===== src/hw/fma_pkg.sv =====
// Shared constants and types of the fault monitor aggregator
package fma_pkg;
  localparam int ADDR_W = 5;
  localparam int DATA_W = 16;
  localparam int RD_W = 17;
  localparam int DIG_W = 16;
  localparam int ANA_W = 12;
  localparam int ADC_W = 12;
  localparam int SEL_W = 5;
  localparam int CMP_W = 4;
  localparam int TRIP_W = 2;
  localparam int ASYNC_W = 13;

  ////////////////////////////////////////////////////////////////////////////////
  // Register addresses
  localparam logic [ADDR_W-1:0] ADDR_CONV_CFG = 5'h06;
  localparam logic [ADDR_W-1:0] ADDR_CFG_ONE = 5'h09;
  localparam logic [ADDR_W-1:0] ADDR_CFG_TWO = 5'h0a;
  localparam logic [ADDR_W-1:0] ADDR_ADC_CFG = 5'h11;
  localparam logic [ADDR_W-1:0] ADDR_FAULT_CFG = 5'h12;
  localparam logic [ADDR_W-1:0] ADDR_ANA_MASK = 5'h13;
  localparam logic [ADDR_W-1:0] ADDR_DIG_RES = 5'h14;
  localparam logic [ADDR_W-1:0] ADDR_ANA_RES = 5'h15;
  localparam logic [ADDR_W-1:0] ADDR_STATUS = 5'h16;

  ////////////////////////////////////////////////////////////////////////////////
  // Field positions
  localparam int CFG1_TRIP_LSB = 0;
  localparam int CFG1_QUIET_BIT = 3;
  localparam int CFG2_CMP_LSB = 0;
  localparam int CONV_INT_EN_BIT = 0;
  localparam int ADC_SEL_LSB = 0;
  localparam int ADC_SEQ_BIT = 8;
  localparam int ADC_START_BIT = 9;
  localparam int ST_ADC_LSB = 0;
  localparam int ST_DIG_BIT = 12;
  localparam int ST_ANA_BIT = 13;
  localparam int ST_WDT_BIT = 14;
  localparam int ST_SLEW_BIT = 15;
  localparam int RD_FLT_BIT = 16;

  // Digital flag positions
  localparam int DG_OSC = 0;
  localparam int DG_CAL_UNREF = 1;
  localparam int DG_RESET = 2;
  localparam int DG_THREE_WIRE = 3;
  localparam int DG_WDT_LATE = 4;
  localparam int DG_WDT_EARLY = 5;
  localparam int DG_BG_CRC = 6;
  localparam int DG_LATCH = 7;
  localparam int DG_DUAL = 8;
  localparam int DG_INVERSE = 9;
  localparam int DG_CAL_CRC = 10;
  localparam int DG_INV_ACCESS = 11;
  localparam int DG_LOCKED_WR = 12;
  localparam int DG_SCLK = 13;
  localparam int DG_SLIP = 14;
  localparam int DG_SER_CRC = 15;

  // Analog flag positions
  localparam int AN_OVV = 0;
  localparam int AN_CONV_SHORT = 1;
  localparam int AN_CONV_POWER = 2;
  localparam int AN_CAP_DET = 3;
  localparam int AN_OPEN = 4;
  localparam int AN_VSHORT = 5;
  localparam int AN_CONV_TEMP = 6;
  localparam int AN_MAIN_TEMP = 7;
  localparam int AN_WIN_LSB = 8;

  // Synchronised input positions
  localparam int AS_TEMP_LSB = 0;
  localparam int AS_WIN_LSB = 2;
  localparam int AS_OVV = 6;
  localparam int AS_CONV_SHORT = 7;
  localparam int AS_CONV_POWER = 8;
  localparam int AS_OPEN = 9;
  localparam int AS_VSHORT = 10;
  localparam int AS_CAP = 11;
  localparam int AS_PIN = 12;

  ////////////////////////////////////////////////////////////////////////////////
  // Fault line mapping
  localparam logic [DIG_W-1:0] DIG_MASKABLE = 16'hdbb1;
  localparam logic [DIG_W-1:0] DIG_ALWAYS = 16'h2448;
  localparam logic [ANA_W-1:0] ANA_MASKABLE = 12'h0f3;
  localparam logic [ANA_W-1:0] ANA_ALWAYS = 12'hf04;

  // Reset values
  localparam logic [DATA_W-1:0] CFG1_RST = 16'h0003;
  localparam logic [DATA_W-1:0] REG_RST = 16'h0000;
  localparam logic [DIG_W-1:0] DIG_FLAGS_RST = 16'h0004;
  localparam logic [ASYNC_W-1:0] SYNC_RST = 13'h1000;

  typedef enum logic [TRIP_W-1:0] {FMA_TRIP_97C, FMA_TRIP_112C, FMA_TRIP_127C, FMA_TRIP_142C} fma_trip_t;
  typedef enum logic {FMA_ADC_IDLE, FMA_ADC_BUSY} fma_adc_t;
endpackage


===== src/hw/fma_fault_monitor.sv =====
// Fault monitor aggregator: sticky diagnostic flags, fault line and monitor converter control
// Overview of operation
// - Both die temperature comparators are always live; nothing can disable them.
// - Four trip points chosen in general config one drive both die sensors.
// - A die over its limit sets its temperature flag and pulls the fault line unless masked.
// - Supply window comparators reset off; enabled only by general config two bits.
// - Four window flags set whenever their enabled comparator reports out of window.
// - Analog flags are sticky; writing one reloads them with the present condition.
// - Fault line is active low open drain and floats with no enabled fault.
// - Every readback carries a bit that is the inverse of the fault line level.
// - Interface, background CRC and memory CRC errors always drive fault; clock count error unless quiet.
// - Ten digital faults drive the fault line unless masked in fault config.
// - Memory unrefreshed, reset detected and capacitor detect never drive fault.
// - Six analog faults drive the fault line unless masked.
// - Converter power and four window errors always drive fault, no mask.
// - Status offers digital, analog and watchdog summary bits.
// - Monitor converter gives 12-bit results, single or sequence mode by config.
// - Summary bits are live ORs of flags, digital one excluding slew busy.
// - Quiet enable bit removes the clock count error from the fault line.
//
// The placing of the registers and the strobed register port were chosen for this implementation.
`timescale 1ns/10ps
module fma_fault_monitor (
  // Clock and reset
  input wire logic mclk_in,
  input wire logic rst_in,
  // Register port
  input wire logic [fma_pkg::ADDR_W-1:0] reg_addr_in,
  input wire logic [fma_pkg::DATA_W-1:0] reg_wdata_in,
  input wire logic reg_wr_in,
  input wire logic reg_rd_in,
  output logic [fma_pkg::RD_W-1:0] reg_rdata_out,
  // Analog comparators and fault line level
  input wire logic [1:0] temp_over_in,
  input wire logic [fma_pkg::CMP_W-1:0] window_fault_in,
  input wire logic [5:0] analog_fault_in,
  input wire logic fault_line_in,
  // Digital diagnostics on this clock
  input wire logic [fma_pkg::DIG_W-1:0] digital_event_in,
  input wire logic slew_busy_in,
  // Analog configuration
  output logic [fma_pkg::TRIP_W-1:0] trip_select_out,
  output logic [fma_pkg::CMP_W-1:0] comparator_enable_out,
  output logic reference_buffer_enable_out,
  // Monitor converter
  output logic [fma_pkg::SEL_W-1:0] monitor_input_select_out,
  output logic adc_start_out,
  input wire logic adc_done_in,
  input wire logic [fma_pkg::ADC_W-1:0] adc_data_in,
  // Fault pin
  output logic fault_pin_out,
  output logic fault_pin_oe_out
);
  import fma_pkg::*;

  typedef struct packed {
    logic [DATA_W-1:0] cfg_one;
    logic [DATA_W-1:0] cfg_two;
    logic [DATA_W-1:0] conv_cfg;
    logic [DATA_W-1:0] fault_mask;
    logic [DATA_W-1:0] ana_mask;
    logic [DATA_W-1:0] adc_cfg;
    logic [DIG_W-1:0] dig_flags;
    logic [ANA_W-1:0] ana_flags;
    logic [ADC_W-1:0] adc_result;
    fma_adc_t adc_state;
    logic adc_start;
    logic [RD_W-1:0] rdata;
  } fma_state_t;

  fma_state_t s;
  fma_state_t next_s;
  logic [ASYNC_W-1:0] sync;
  logic [ANA_W-1:0] ana_cond;
  logic [CMP_W-1:0] cmp_en;
  logic [DIG_W-1:0] dig_w1;
  logic [ANA_W-1:0] ana_w1;
  logic [DIG_W-1:0] dig_map;
  logic [ANA_W-1:0] ana_map;
  logic fault_active;
  logic line_status;
  logic [DATA_W-1:0] status_word;
  logic [DATA_W-1:0] rd_mux;
  logic wr_adc;

  ////////////////////////////////////////////////////////////////////////////////
  // Input synchronisation
  fma_sync3 #(
    .W(ASYNC_W),
    .RST_VAL(SYNC_RST)
  ) u_sync (
    .mclk_in(mclk_in),
    .rst_in(rst_in),
    .async_in({fault_line_in, analog_fault_in, window_fault_in, temp_over_in}),
    .sync_out(sync)
  );

  ////////////////////////////////////////////////////////////////////////////////
  // Flag conditions and fault line
  always_comb begin
    cmp_en = s.cfg_two[CFG2_CMP_LSB +: CMP_W];
    ana_cond = '0;
    ana_cond[AN_OVV] = sync[AS_OVV];
    ana_cond[AN_CONV_SHORT] = sync[AS_CONV_SHORT];
    ana_cond[AN_CONV_POWER] = sync[AS_CONV_POWER];
    ana_cond[AN_CAP_DET] = sync[AS_CAP];
    ana_cond[AN_OPEN] = sync[AS_OPEN];
    ana_cond[AN_VSHORT] = sync[AS_VSHORT];
    // Temperature comparators are never gated
    ana_cond[AN_CONV_TEMP] = sync[AS_TEMP_LSB];
    ana_cond[AN_MAIN_TEMP] = sync[AS_TEMP_LSB + 1];
    // Each window flag follows its own comparator, gated by its enable bit
    ana_cond[AN_WIN_LSB +: CMP_W] = sync[AS_WIN_LSB +: CMP_W] & cmp_en;
    dig_map = (DIG_MASKABLE & ~s.fault_mask[DIG_W-1:0]) | DIG_ALWAYS;
    dig_map[DG_SCLK] = ~s.cfg_one[CFG1_QUIET_BIT];
    ana_map = (ANA_MASKABLE & ~s.ana_mask[ANA_W-1:0]) | ANA_ALWAYS;
    fault_active = |(s.dig_flags & dig_map) | |(s.ana_flags & ana_map);
    line_status = ~sync[AS_PIN];
  end

  ////////////////////////////////////////////////////////////////////////////////
  // Register reads
  always_comb begin
    status_word = '0;
    status_word[ST_ADC_LSB +: ADC_W] = s.adc_result;
    status_word[ST_DIG_BIT] = |s.dig_flags;
    status_word[ST_ANA_BIT] = |s.ana_flags;
    status_word[ST_WDT_BIT] = s.dig_flags[DG_WDT_LATE] | s.dig_flags[DG_WDT_EARLY];
    status_word[ST_SLEW_BIT] = slew_busy_in;
    unique case (reg_addr_in)
      ADDR_CONV_CFG: rd_mux = s.conv_cfg;
      ADDR_CFG_ONE: rd_mux = s.cfg_one;
      ADDR_CFG_TWO: rd_mux = s.cfg_two;
      ADDR_ADC_CFG: rd_mux = s.adc_cfg;
      ADDR_FAULT_CFG: rd_mux = s.fault_mask;
      ADDR_ANA_MASK: rd_mux = s.ana_mask;
      ADDR_DIG_RES: rd_mux = s.dig_flags;
      ADDR_ANA_RES: rd_mux = {{(DATA_W-ANA_W){1'b0}}, s.ana_flags};
      ADDR_STATUS: rd_mux = status_word;
      default: rd_mux = '0;
    endcase
  end

  ////////////////////////////////////////////////////////////////////////////////
  // Next state
  always_comb begin
    next_s = s;
    dig_w1 = '0;
    ana_w1 = '0;
    wr_adc = reg_wr_in && (reg_addr_in == ADDR_ADC_CFG);
    if (reg_wr_in) begin
      unique case (reg_addr_in)
        ADDR_CONV_CFG: next_s.conv_cfg = reg_wdata_in;
        ADDR_CFG_ONE: next_s.cfg_one = reg_wdata_in;
        ADDR_CFG_TWO: next_s.cfg_two = reg_wdata_in;
        ADDR_ADC_CFG: begin
          next_s.adc_cfg = reg_wdata_in;
          next_s.adc_cfg[ADC_START_BIT] = 1'b0;
        end
        ADDR_FAULT_CFG: next_s.fault_mask = reg_wdata_in;
        ADDR_ANA_MASK: next_s.ana_mask = reg_wdata_in;
        ADDR_DIG_RES: dig_w1 = reg_wdata_in;
        ADDR_ANA_RES: ana_w1 = reg_wdata_in[ANA_W-1:0];
        default: next_s.rdata = s.rdata;
      endcase
    end
    // A written one reloads a flag with the live condition; a new event always wins
    next_s.dig_flags = (s.dig_flags & ~dig_w1) | digital_event_in;
    next_s.ana_flags = (s.ana_flags & ~ana_w1) | ana_cond;
    next_s.rdata = '0;
    if (reg_rd_in) begin
      next_s.rdata = {line_status, rd_mux};
    end
    // Monitor converter: single start on request, sequence mode restarts itself
    next_s.adc_start = 1'b0;
    unique case (s.adc_state)
      FMA_ADC_IDLE: begin
        if (wr_adc && reg_wdata_in[ADC_START_BIT]) begin
          next_s.adc_state = FMA_ADC_BUSY;
          next_s.adc_start = 1'b1;
        end
      end
      FMA_ADC_BUSY: begin
        if (adc_done_in) begin
          next_s.adc_result = adc_data_in;
          if (s.adc_cfg[ADC_SEQ_BIT]) begin
            next_s.adc_start = 1'b1;
          end else begin
            next_s.adc_state = FMA_ADC_IDLE;
          end
        end
      end
    endcase
  end

  always_ff @(posedge mclk_in or posedge rst_in) begin
    if (rst_in) begin
      s.cfg_one <= CFG1_RST;
      s.cfg_two <= REG_RST;
      s.conv_cfg <= REG_RST;
      s.fault_mask <= REG_RST;
      s.ana_mask <= REG_RST;
      s.adc_cfg <= REG_RST;
      s.dig_flags <= DIG_FLAGS_RST;
      s.ana_flags <= '0;
      s.adc_result <= '0;
      s.adc_state <= FMA_ADC_IDLE;
      s.adc_start <= 1'b0;
      s.rdata <= '0;
    end else begin
      s <= next_s;
    end
  end

  ////////////////////////////////////////////////////////////////////////////////
  // Outputs
  assign reg_rdata_out = s.rdata;
  assign trip_select_out = s.cfg_one[CFG1_TRIP_LSB +: TRIP_W];
  assign comparator_enable_out = cmp_en;
  assign reference_buffer_enable_out = s.conv_cfg[CONV_INT_EN_BIT];
  assign monitor_input_select_out = s.adc_cfg[ADC_SEL_LSB +: SEL_W];
  assign adc_start_out = s.adc_start;
  // Open drain: drive low only while a fault is present
  assign fault_pin_out = 1'b0;
  assign fault_pin_oe_out = fault_active;
endmodule // fma_fault_monitor


===== src/hw/fma_sync3.sv =====
// Three-stage input synchroniser that accepts a change once stages two and three agree
`timescale 1ns/10ps
module fma_sync3 #(
  parameter int W = 1,
  parameter logic [W-1:0] RST_VAL = '0
) (
  // Clock and reset
  input wire logic mclk_in,
  input wire logic rst_in,
  // Data
  input wire logic [W-1:0] async_in,
  output logic [W-1:0] sync_out
);
  typedef struct packed {
    logic [W-1:0] s1;
    logic [W-1:0] s2;
    logic [W-1:0] s3;
    logic [W-1:0] q;
  } fma_sync_t;

  fma_sync_t s;
  fma_sync_t next_s;
  logic [W-1:0] agree;

  always_comb begin
    agree = ~(s.s2 ^ s.s3);
    next_s.s1 = async_in;
    next_s.s2 = s.s1;
    next_s.s3 = s.s2;
    next_s.q = (s.s3 & agree) | (s.q & ~agree);
  end

  always_ff @(posedge mclk_in or posedge rst_in) begin
    if (rst_in) begin
      s <= {RST_VAL, RST_VAL, RST_VAL, RST_VAL};
    end else begin
      s <= next_s;
    end
  end

  assign sync_out = s.q;
endmodule // fma_sync3


===== config.mk =====
export PLATFORM = sky130hd
export DESIGN_NAME = fma_fault_monitor
export DESIGN_NICKNAME = d
export VERILOG_FILES = /design/src/hw/fma_pkg.sv /design/src/hw/fma_fault_monitor.sv /design/src/hw/fma_sync3.sv
export SDC_FILE = /design/constraint.sdc
export NUM_CORES = 1
export LEC_CHECK = 0
export BUFFER_PORTS_ARGS = -buffer_cell sky130_fd_sc_hd__buf_2
export CORE_ASPECT_RATIO = 1.25
export CORE_MARGIN = 10
export CORE_UTILIZATION = 55
export CTS_CLUSTER_DIAMETER = 150
export DETAILED_ROUTE_END_ITERATION = 12
export PLACE_DENSITY_LB_ADDON = 0.3
export RECOVER_POWER = 100
export SLEW_MARGIN = 20
export SYNTH_ARGS = -nofsm -noshare
export SYNTH_HDL_FRONTEND = slang
export SYNTH_SLANG_ARGS = --single-unit

===== constraint.sdc =====
create_clock -name mclk_in -period 13.35 [get_ports mclk_in]
set_input_delay 2.67 -clock mclk_in [delete_from_list [all_inputs] [get_ports mclk_in]]
set_output_delay 2.67 -clock mclk_in [all_outputs]
set_load 0.1 [all_outputs]

==> results of run 1 <==
flip-flops by register name, indices dropped and copies added, names as in the netlist, named ones only:
register	flops
u_sync.next_s	26
adc_start_out	1
trip_select_out	2
monitor_input_select_out	5
reference_buffer_enable_out	1
s	124
comparator_enable_out	4
reg_rdata_out	17
u_sync.s	13
cells in the final DEF, fill, tap and decap left out, drive strengths merged, types with 2 or more instances in the layout:
cell	instances
maj3	13
a221oi	12
nor3b	3
clkbuf	73
a21oi	7
o2bb2ai	3
nand3	7
nand2	36
dfrtp	199
clkinv	3
nor2	7
a22oi	24
and3	2
nor2b	4
dfstp	7
o22ai	5
mux2	112
buf	65
mux2i	7
a22o	14
or3b	2
o21ai	5
or4	2
a31oi	16
nor4	5
and2	2
a222oi	5
inv	18
o221ai	2
nor3	7
a21o	24
path summary, 6_finish.rpt:
| path | start | slack [ps] | end |
|---|---|---|---|
| max in group mclk_in | reg_addr_in[2] | 7600 | s[154] |
| hold / removal | u_sync.next_s[35] | 350 | u_sync.next_s[22] |
| setup reg to reg | s[40] | 11380 | reg_rdata_out[13] |
| min in group asynchronous | rst_in | 3780 | u_sync.next_s[33] |
| hold reg to reg | u_sync.next_s[35] | 350 | u_sync.next_s[22] |
| setup / recovery | rst_in | 7240 | s[42] |
through the flow:
step / cells / instance area, µm²
global placement: 878 / 8976
finish: 912 / 9413
CTS: 912 / 9584
detailed placement: 878 / 8976
global route: 912 / 9413
floorplan: 617 / 8493
layer usage:
layer | track usage, % | part of all wire, % | up-vias
met4 | 8.350 | 3.5 | 0
li1 | - | - | 2378
met3 | 3.468 | 7.1 | 56
met5 | 0 | 0 | -
met1 | 24.54 | 40 | 2807
met2 | 33.51 | 50 | 259
logic make-up after synthesis:
group / count (synthesis) / share of synthesized area [%]
xor gates and xnor gates: 2 / 0.2063
buffers and inverters: 73 / 4.876
and+or+nand+nor: 83 / 5.849
other: 1 / 0.04415
adders and majority gates: 13 / 1.532
muxes: 119 / 16.12
AOI/OAI and AO/OA: 120 / 10.58
DFF: 206 / 60.80
area by class of cell:
cell class                      instances  area (µm²)  share of cell area, %
Inverter                               19       72.57                 0.7710
Timing Repair Buffer                  107       491.7                  5.224
Sequential cell                       206        5164                  54.86
Multi-Input combinational cell        338        2816                  29.92
Tap cell                              208       260.3                  2.765
Clock inverter                          3       15.01                 0.1595
Clock buffer                           31       593.1                  6.301
where the power goes:
group | internal (mW) | leakage [nW] | switching (mW)
clock | 0.305 | 0.300 | 0.228
combinational | 0.0717 | 1.36 | 0.123
sequential | 0.704 | 2.48 | 0.0541
==> out/metrics.cfg, run 1 <==
[logic_synthesis]
yosys-top-cells-count=199 x dfrtp_1, 102 x mux2_2, 32 x nand2_1, 31 x buf_4
yosysSeqAreaShare_pct=60.80
async_flop_share_pct=100.0
synth_warnings=0
synth_edf_count=0
syn_inst=617
yosysMostFrequentCell=dfrtp_1
ys_seq_elements=206
synth_largest_area_cell=dfrtp_1
synth_top_area_share_pct=58.63
syn_avg_cell_area_um2=13.77
ys_types=51
yosys-top-cells-area=dfrtp_1 59%, mux2_2 14%, buf_4 2.7%
yosys_most_used_dff=dfrtp_1
netlist_area_um2=8493
synth_fp_nets=685

[floorplanning]
dieHeight_um=158.9
num_io_pins=100
placementRows=50
die_width_um=131.1
start_util_pct=56.33
core_area_um2=15080
dieArea_um2=20840

[cts]
clock-root-buffer=clkbuf_16
postCtsResizedCells=0
cts_setup_buffers=0
cts_hold_buf=0
clkTransAtPathRegs_ps=60
cts_inserted_buffers=21
clk_path_buf_depth=3
tritoncts=yes
h-tree-depth=1
clock-sinks=206
insertion_delay_ps=490

[routing]
vias=5500
wire_per_inst_um=23.24
first_pass_iters=5
vias_per_cell=6.031
drc=0
totalWireLength_um=21200
final_antenna_net_count=0
first_iter_violations=596

[grt]
grt_usage_pct=19.84
grt_pass1_vias=5904
antenna_found_initial=0
overflow=0
grt_start_max_net_pins=125
grt_pass1_wl_um=33310

[status]
violations=capacitance limit, slew limit
outcome=complete, but fails checks

[layout]
nets=761
fillers=1220
antenna_cells=0
drive_gt1_share_pct=28.98
syn_to_final_growth_pct=10.83
utilization_pct=62.43

[timing]
rsz0062_at_grt=no
finalCritPeriodShare_pct=45.75
fin_skew_ps=12.36
period_minus_slack_ps=6108
whs_ps=345.8
worst_pin_slew_ps=5208
hold_viol=0
maxSlewViolCount=125
setup_ws_ps=7242
fin_tns_setup_ps=0
slew_headroom_pct=-249.1
setup-violations-final=0
max_freq_ghz=0.1637

[placement]
gp_congestion=0.8393
post-dp-hpwl_um=14130
port-buffer-count=98
pre_cts_ws_ps=8277

[setup_path]
cp.depth=2
crit_path_end_kind=asynchronous set/reset pin
crit_buf_inv=2
path_max_fanout=124
startpoint_type=input port
critical-path-top-delay-family=buffers and inverters
worst_ep_arrival_time_ps=5760
critPathKind=in2async
crit_slowest_cell=clkinvlp_2
path_cells=buf_2 > clkinvlp_2
required_ps=13000
slowest_delay_ps=2880
reg2reg_depth=5

[run]
cap_violations=1

[pwr]
p_total_mw=1.485
power.leakage_nw=4.138
powerDensity_nw_per_um2=157.8
vdd_drop_max_mv=0.09019

[worst_hold_path]
min_path_cells=0
hold_class=reg2reg

(Power assumes the default switching activity.)
==> run 2, diff against run 1 <==
Settings changed: ABC_AREA set to 1, CORE_UTILIZATION 55 to 53.
Clock period 13.35 ns to 5.45 ns, I/O delays scaled along.
==> out/metrics.cfg, run 2 <==
[status]
outcome=complete, but fails checks
violations=capacitance limit, slew limit

[logic_synthesis]
synth_warnings=0
yosys-top-cells-area=dfrtp_1 57%, nand2_1 12%, o21ai_0 6.4%
syn_inst=983
synth_largest_area_cell=dfrtp_1
yosys-top-cells-count=285 x nand2_1, 199 x dfrtp_1, 112 x o21ai_0, 93 x inv_1, 83 x nor2_1
netlist_area_um2=8797
synth_xor_area_share_pct=0
synth-adder-area-share_pct=1.479
yosysSeqAreaShare_pct=58.70
synth-simple-area-share_pct=20.74
async_flop_share_pct=100.0
ys_seq_elements=206
ys_types=27
synth_edf_count=0
synth_compound_area_share_pct=8.975
synth_top_area_share_pct=56.61
synth_top_family_by_area=simple AND/OR/NAND/NOR gates
syn_avg_cell_area_um2=8.949
synth_fp_nets=1051
yosysMostFrequentCell=nand2_1
yosys_most_used_dff=dfrtp_1
synthMuxAreaShare_pct=1.536

[setup_path]
crit_top_cell=nand2_1
crit_slowest_cell=nor2_1
path_cells=clkbuf_1 > nand2_1 > nor2_1 > nand2_1 > o21ai_0
critPathKind=in2reg
crit_path_end_kind=flip-flop
r2r_start=s[38]
slowest_delay_ps=910
required_ps=5830
critical-path-top-delay-family=simple AND/OR/NAND/NOR gates
r2r_slack_ps=4090
crit_buf_inv=1
reg2reg_depth=7
path_max_fanout=32
startpoint_type=input port
worst_ep_arrival_time_ps=4240
r2r_end=reg_rdata_out[13]

[layout]
nets=1108
stdcell_count=1270
antenna_cells=0
largest-register=s
fillers=1458
final_cell_mix=287 x nand2_1, 199 x dfrtp_1, 116 x o21ai_0
final_common_cell=nand2_1
largest_register_ffs=124
utilization_pct=59.85
syn_to_final_growth_pct=10.65
drive_gt1_share_pct=11.20

[cts]
postCtsResizedCells=0
cts_inserted_buffers=21
insertion_delay_ps=500
tritoncts=yes
cts_hold_buf=0
cts_setup_buffers=0
clock-root-buffer=clkbuf_16
clkTransAtPathRegs_ps=60
clk_path_buf_depth=3
h-tree-depth=1
clock-sinks=206

[timing]
finalCritPeriodShare_pct=70.68
hold_viol=0
worst_pin_slew_ps=2921
period_minus_slack_ps=3852
slew_headroom_pct=-94.76
max_freq_ghz=0.2596
fin_tns_setup_ps=0
maxSlewViolCount=199
setup-violations-final=0
fin_skew_ps=9.463
rsz0062_at_grt=no

[grt]
grt_usage_pct=21.32
grt_pass1_vias=6738
grt_pass1_wl_um=36980
antenna_found_initial=0
grt_start_max_net_pins=120
overflow=0

[worst_hold_path]
min_to=u_sync.next_s[21]
hold_class=reg2reg
worstHoldStart=u_sync.next_s[34]
min_path_cells=0

[routing]
first_pass_iters=5
wl_met3_um=1438
met1_length_um=9671
wire_per_inst_um=18.72
totalWireLength_um=23770
vias=6794
wl_met2_um=11730
vias_per_cell=5.350
final_antenna_net_count=0
topRoutingLayerUsed=met4
drc=0
first_iter_violations=688

[placement]
post-dp-hpwl_um=16760
place_inst=1233
gp_congestion=0.9982
port-buffer-count=98

[run]
cap_violations=2

[pwr]
powerDensity_nw_per_um2=378.6
power.leakage_nw=4.949
vdd_drop_max_mv=0.3184
p_total_mw=3.685

[floorplanning]
dieArea_um2=22180
dieHeight_um=164.0
placementRows=52
die_width_um=135.2
num_io_pins=100
core_area_um2=16270
start_util_pct=54.08

==> run 2: cell count changes in the layout (fill, tap and decap cells not counted), sizes merged, moves of 14 or more <==
cell / before / now
mux2: 112 / 12
nor2: 7 / 91
nand4: 1 / 17
a22o: 14 / 0
a22oi: 24 / 0
o21ai: 5 / 119
inv: 18 / 95
a31oi: 16 / 0
nand2: 36 / 288
nand3: 7 / 42
o21bai: 0 / 18
a21o: 24 / 0
==> run 2: worst max path at each step <==
stage                         startpoint                         end  depth (start not counted)
after global placement    reg_addr_in[4]                       s[42]                          6
after CTS                          s[46]            fault_pin_oe_out                          6
after global routing              rst_in                       s[28]                          3
after detailed placement  reg_addr_in[4]                       s[40]                          6
after floorplan                   rst_in  asynchronous set/reset pin                          1
final                     reg_addr_in[4]                       s[79]                          5
==> run 2: report_power, final <==
part / switching (mW) / internal, mW / total (mW)
Clock: 0.578 / 0.797 / 1.38
Combinational: 0.357 / 0.119 / 0.477
Sequential: 0.117 / 1.72 / 1.83
==> run 2: area by class of cell <==
class	count	area (µm²)	area share (%)
clock buffer	36	641.9	6.594
clock inverter	1	8.758	0.08997
inverter	96	361.6	3.715
multi-input combinational	615	2830	29.07
sequential	206	5164	53.05
tap	216	270.3	2.776
timing repair buffer	100	457.9	4.704
==> run 2: cells by family after synthesis <==
kind of cell / after synthesis
buffers and inverters: 162
muxes: 12
adders and majority gates: 13
other: 1
and+or+nand+nor: 442
DFF: 206
AOI/OAI and AO/OA: 147
==> run 2: per-layer routing <==
metal	track usage, %	vias up
met5	0	-
met4	8.873	0
met3	4.432	52
met2	35.17	247
met1	26.73	3293
li1	-	3202
==> run 2: metrics by stage <==
stage | hold WS [ps] | area [µm²] | setup slack [ps]
after floorplan | 331.2 | 8801 | 1693
after global placement | 333.7 | 9199 | 2276
after detailed placement | 334.7 | 9199 | 2178
after CTS | 343.5 | 9849 | 2239
after global routing | 350.8 | 9734 | 1135
final | 339.6 | 9734 | 1598
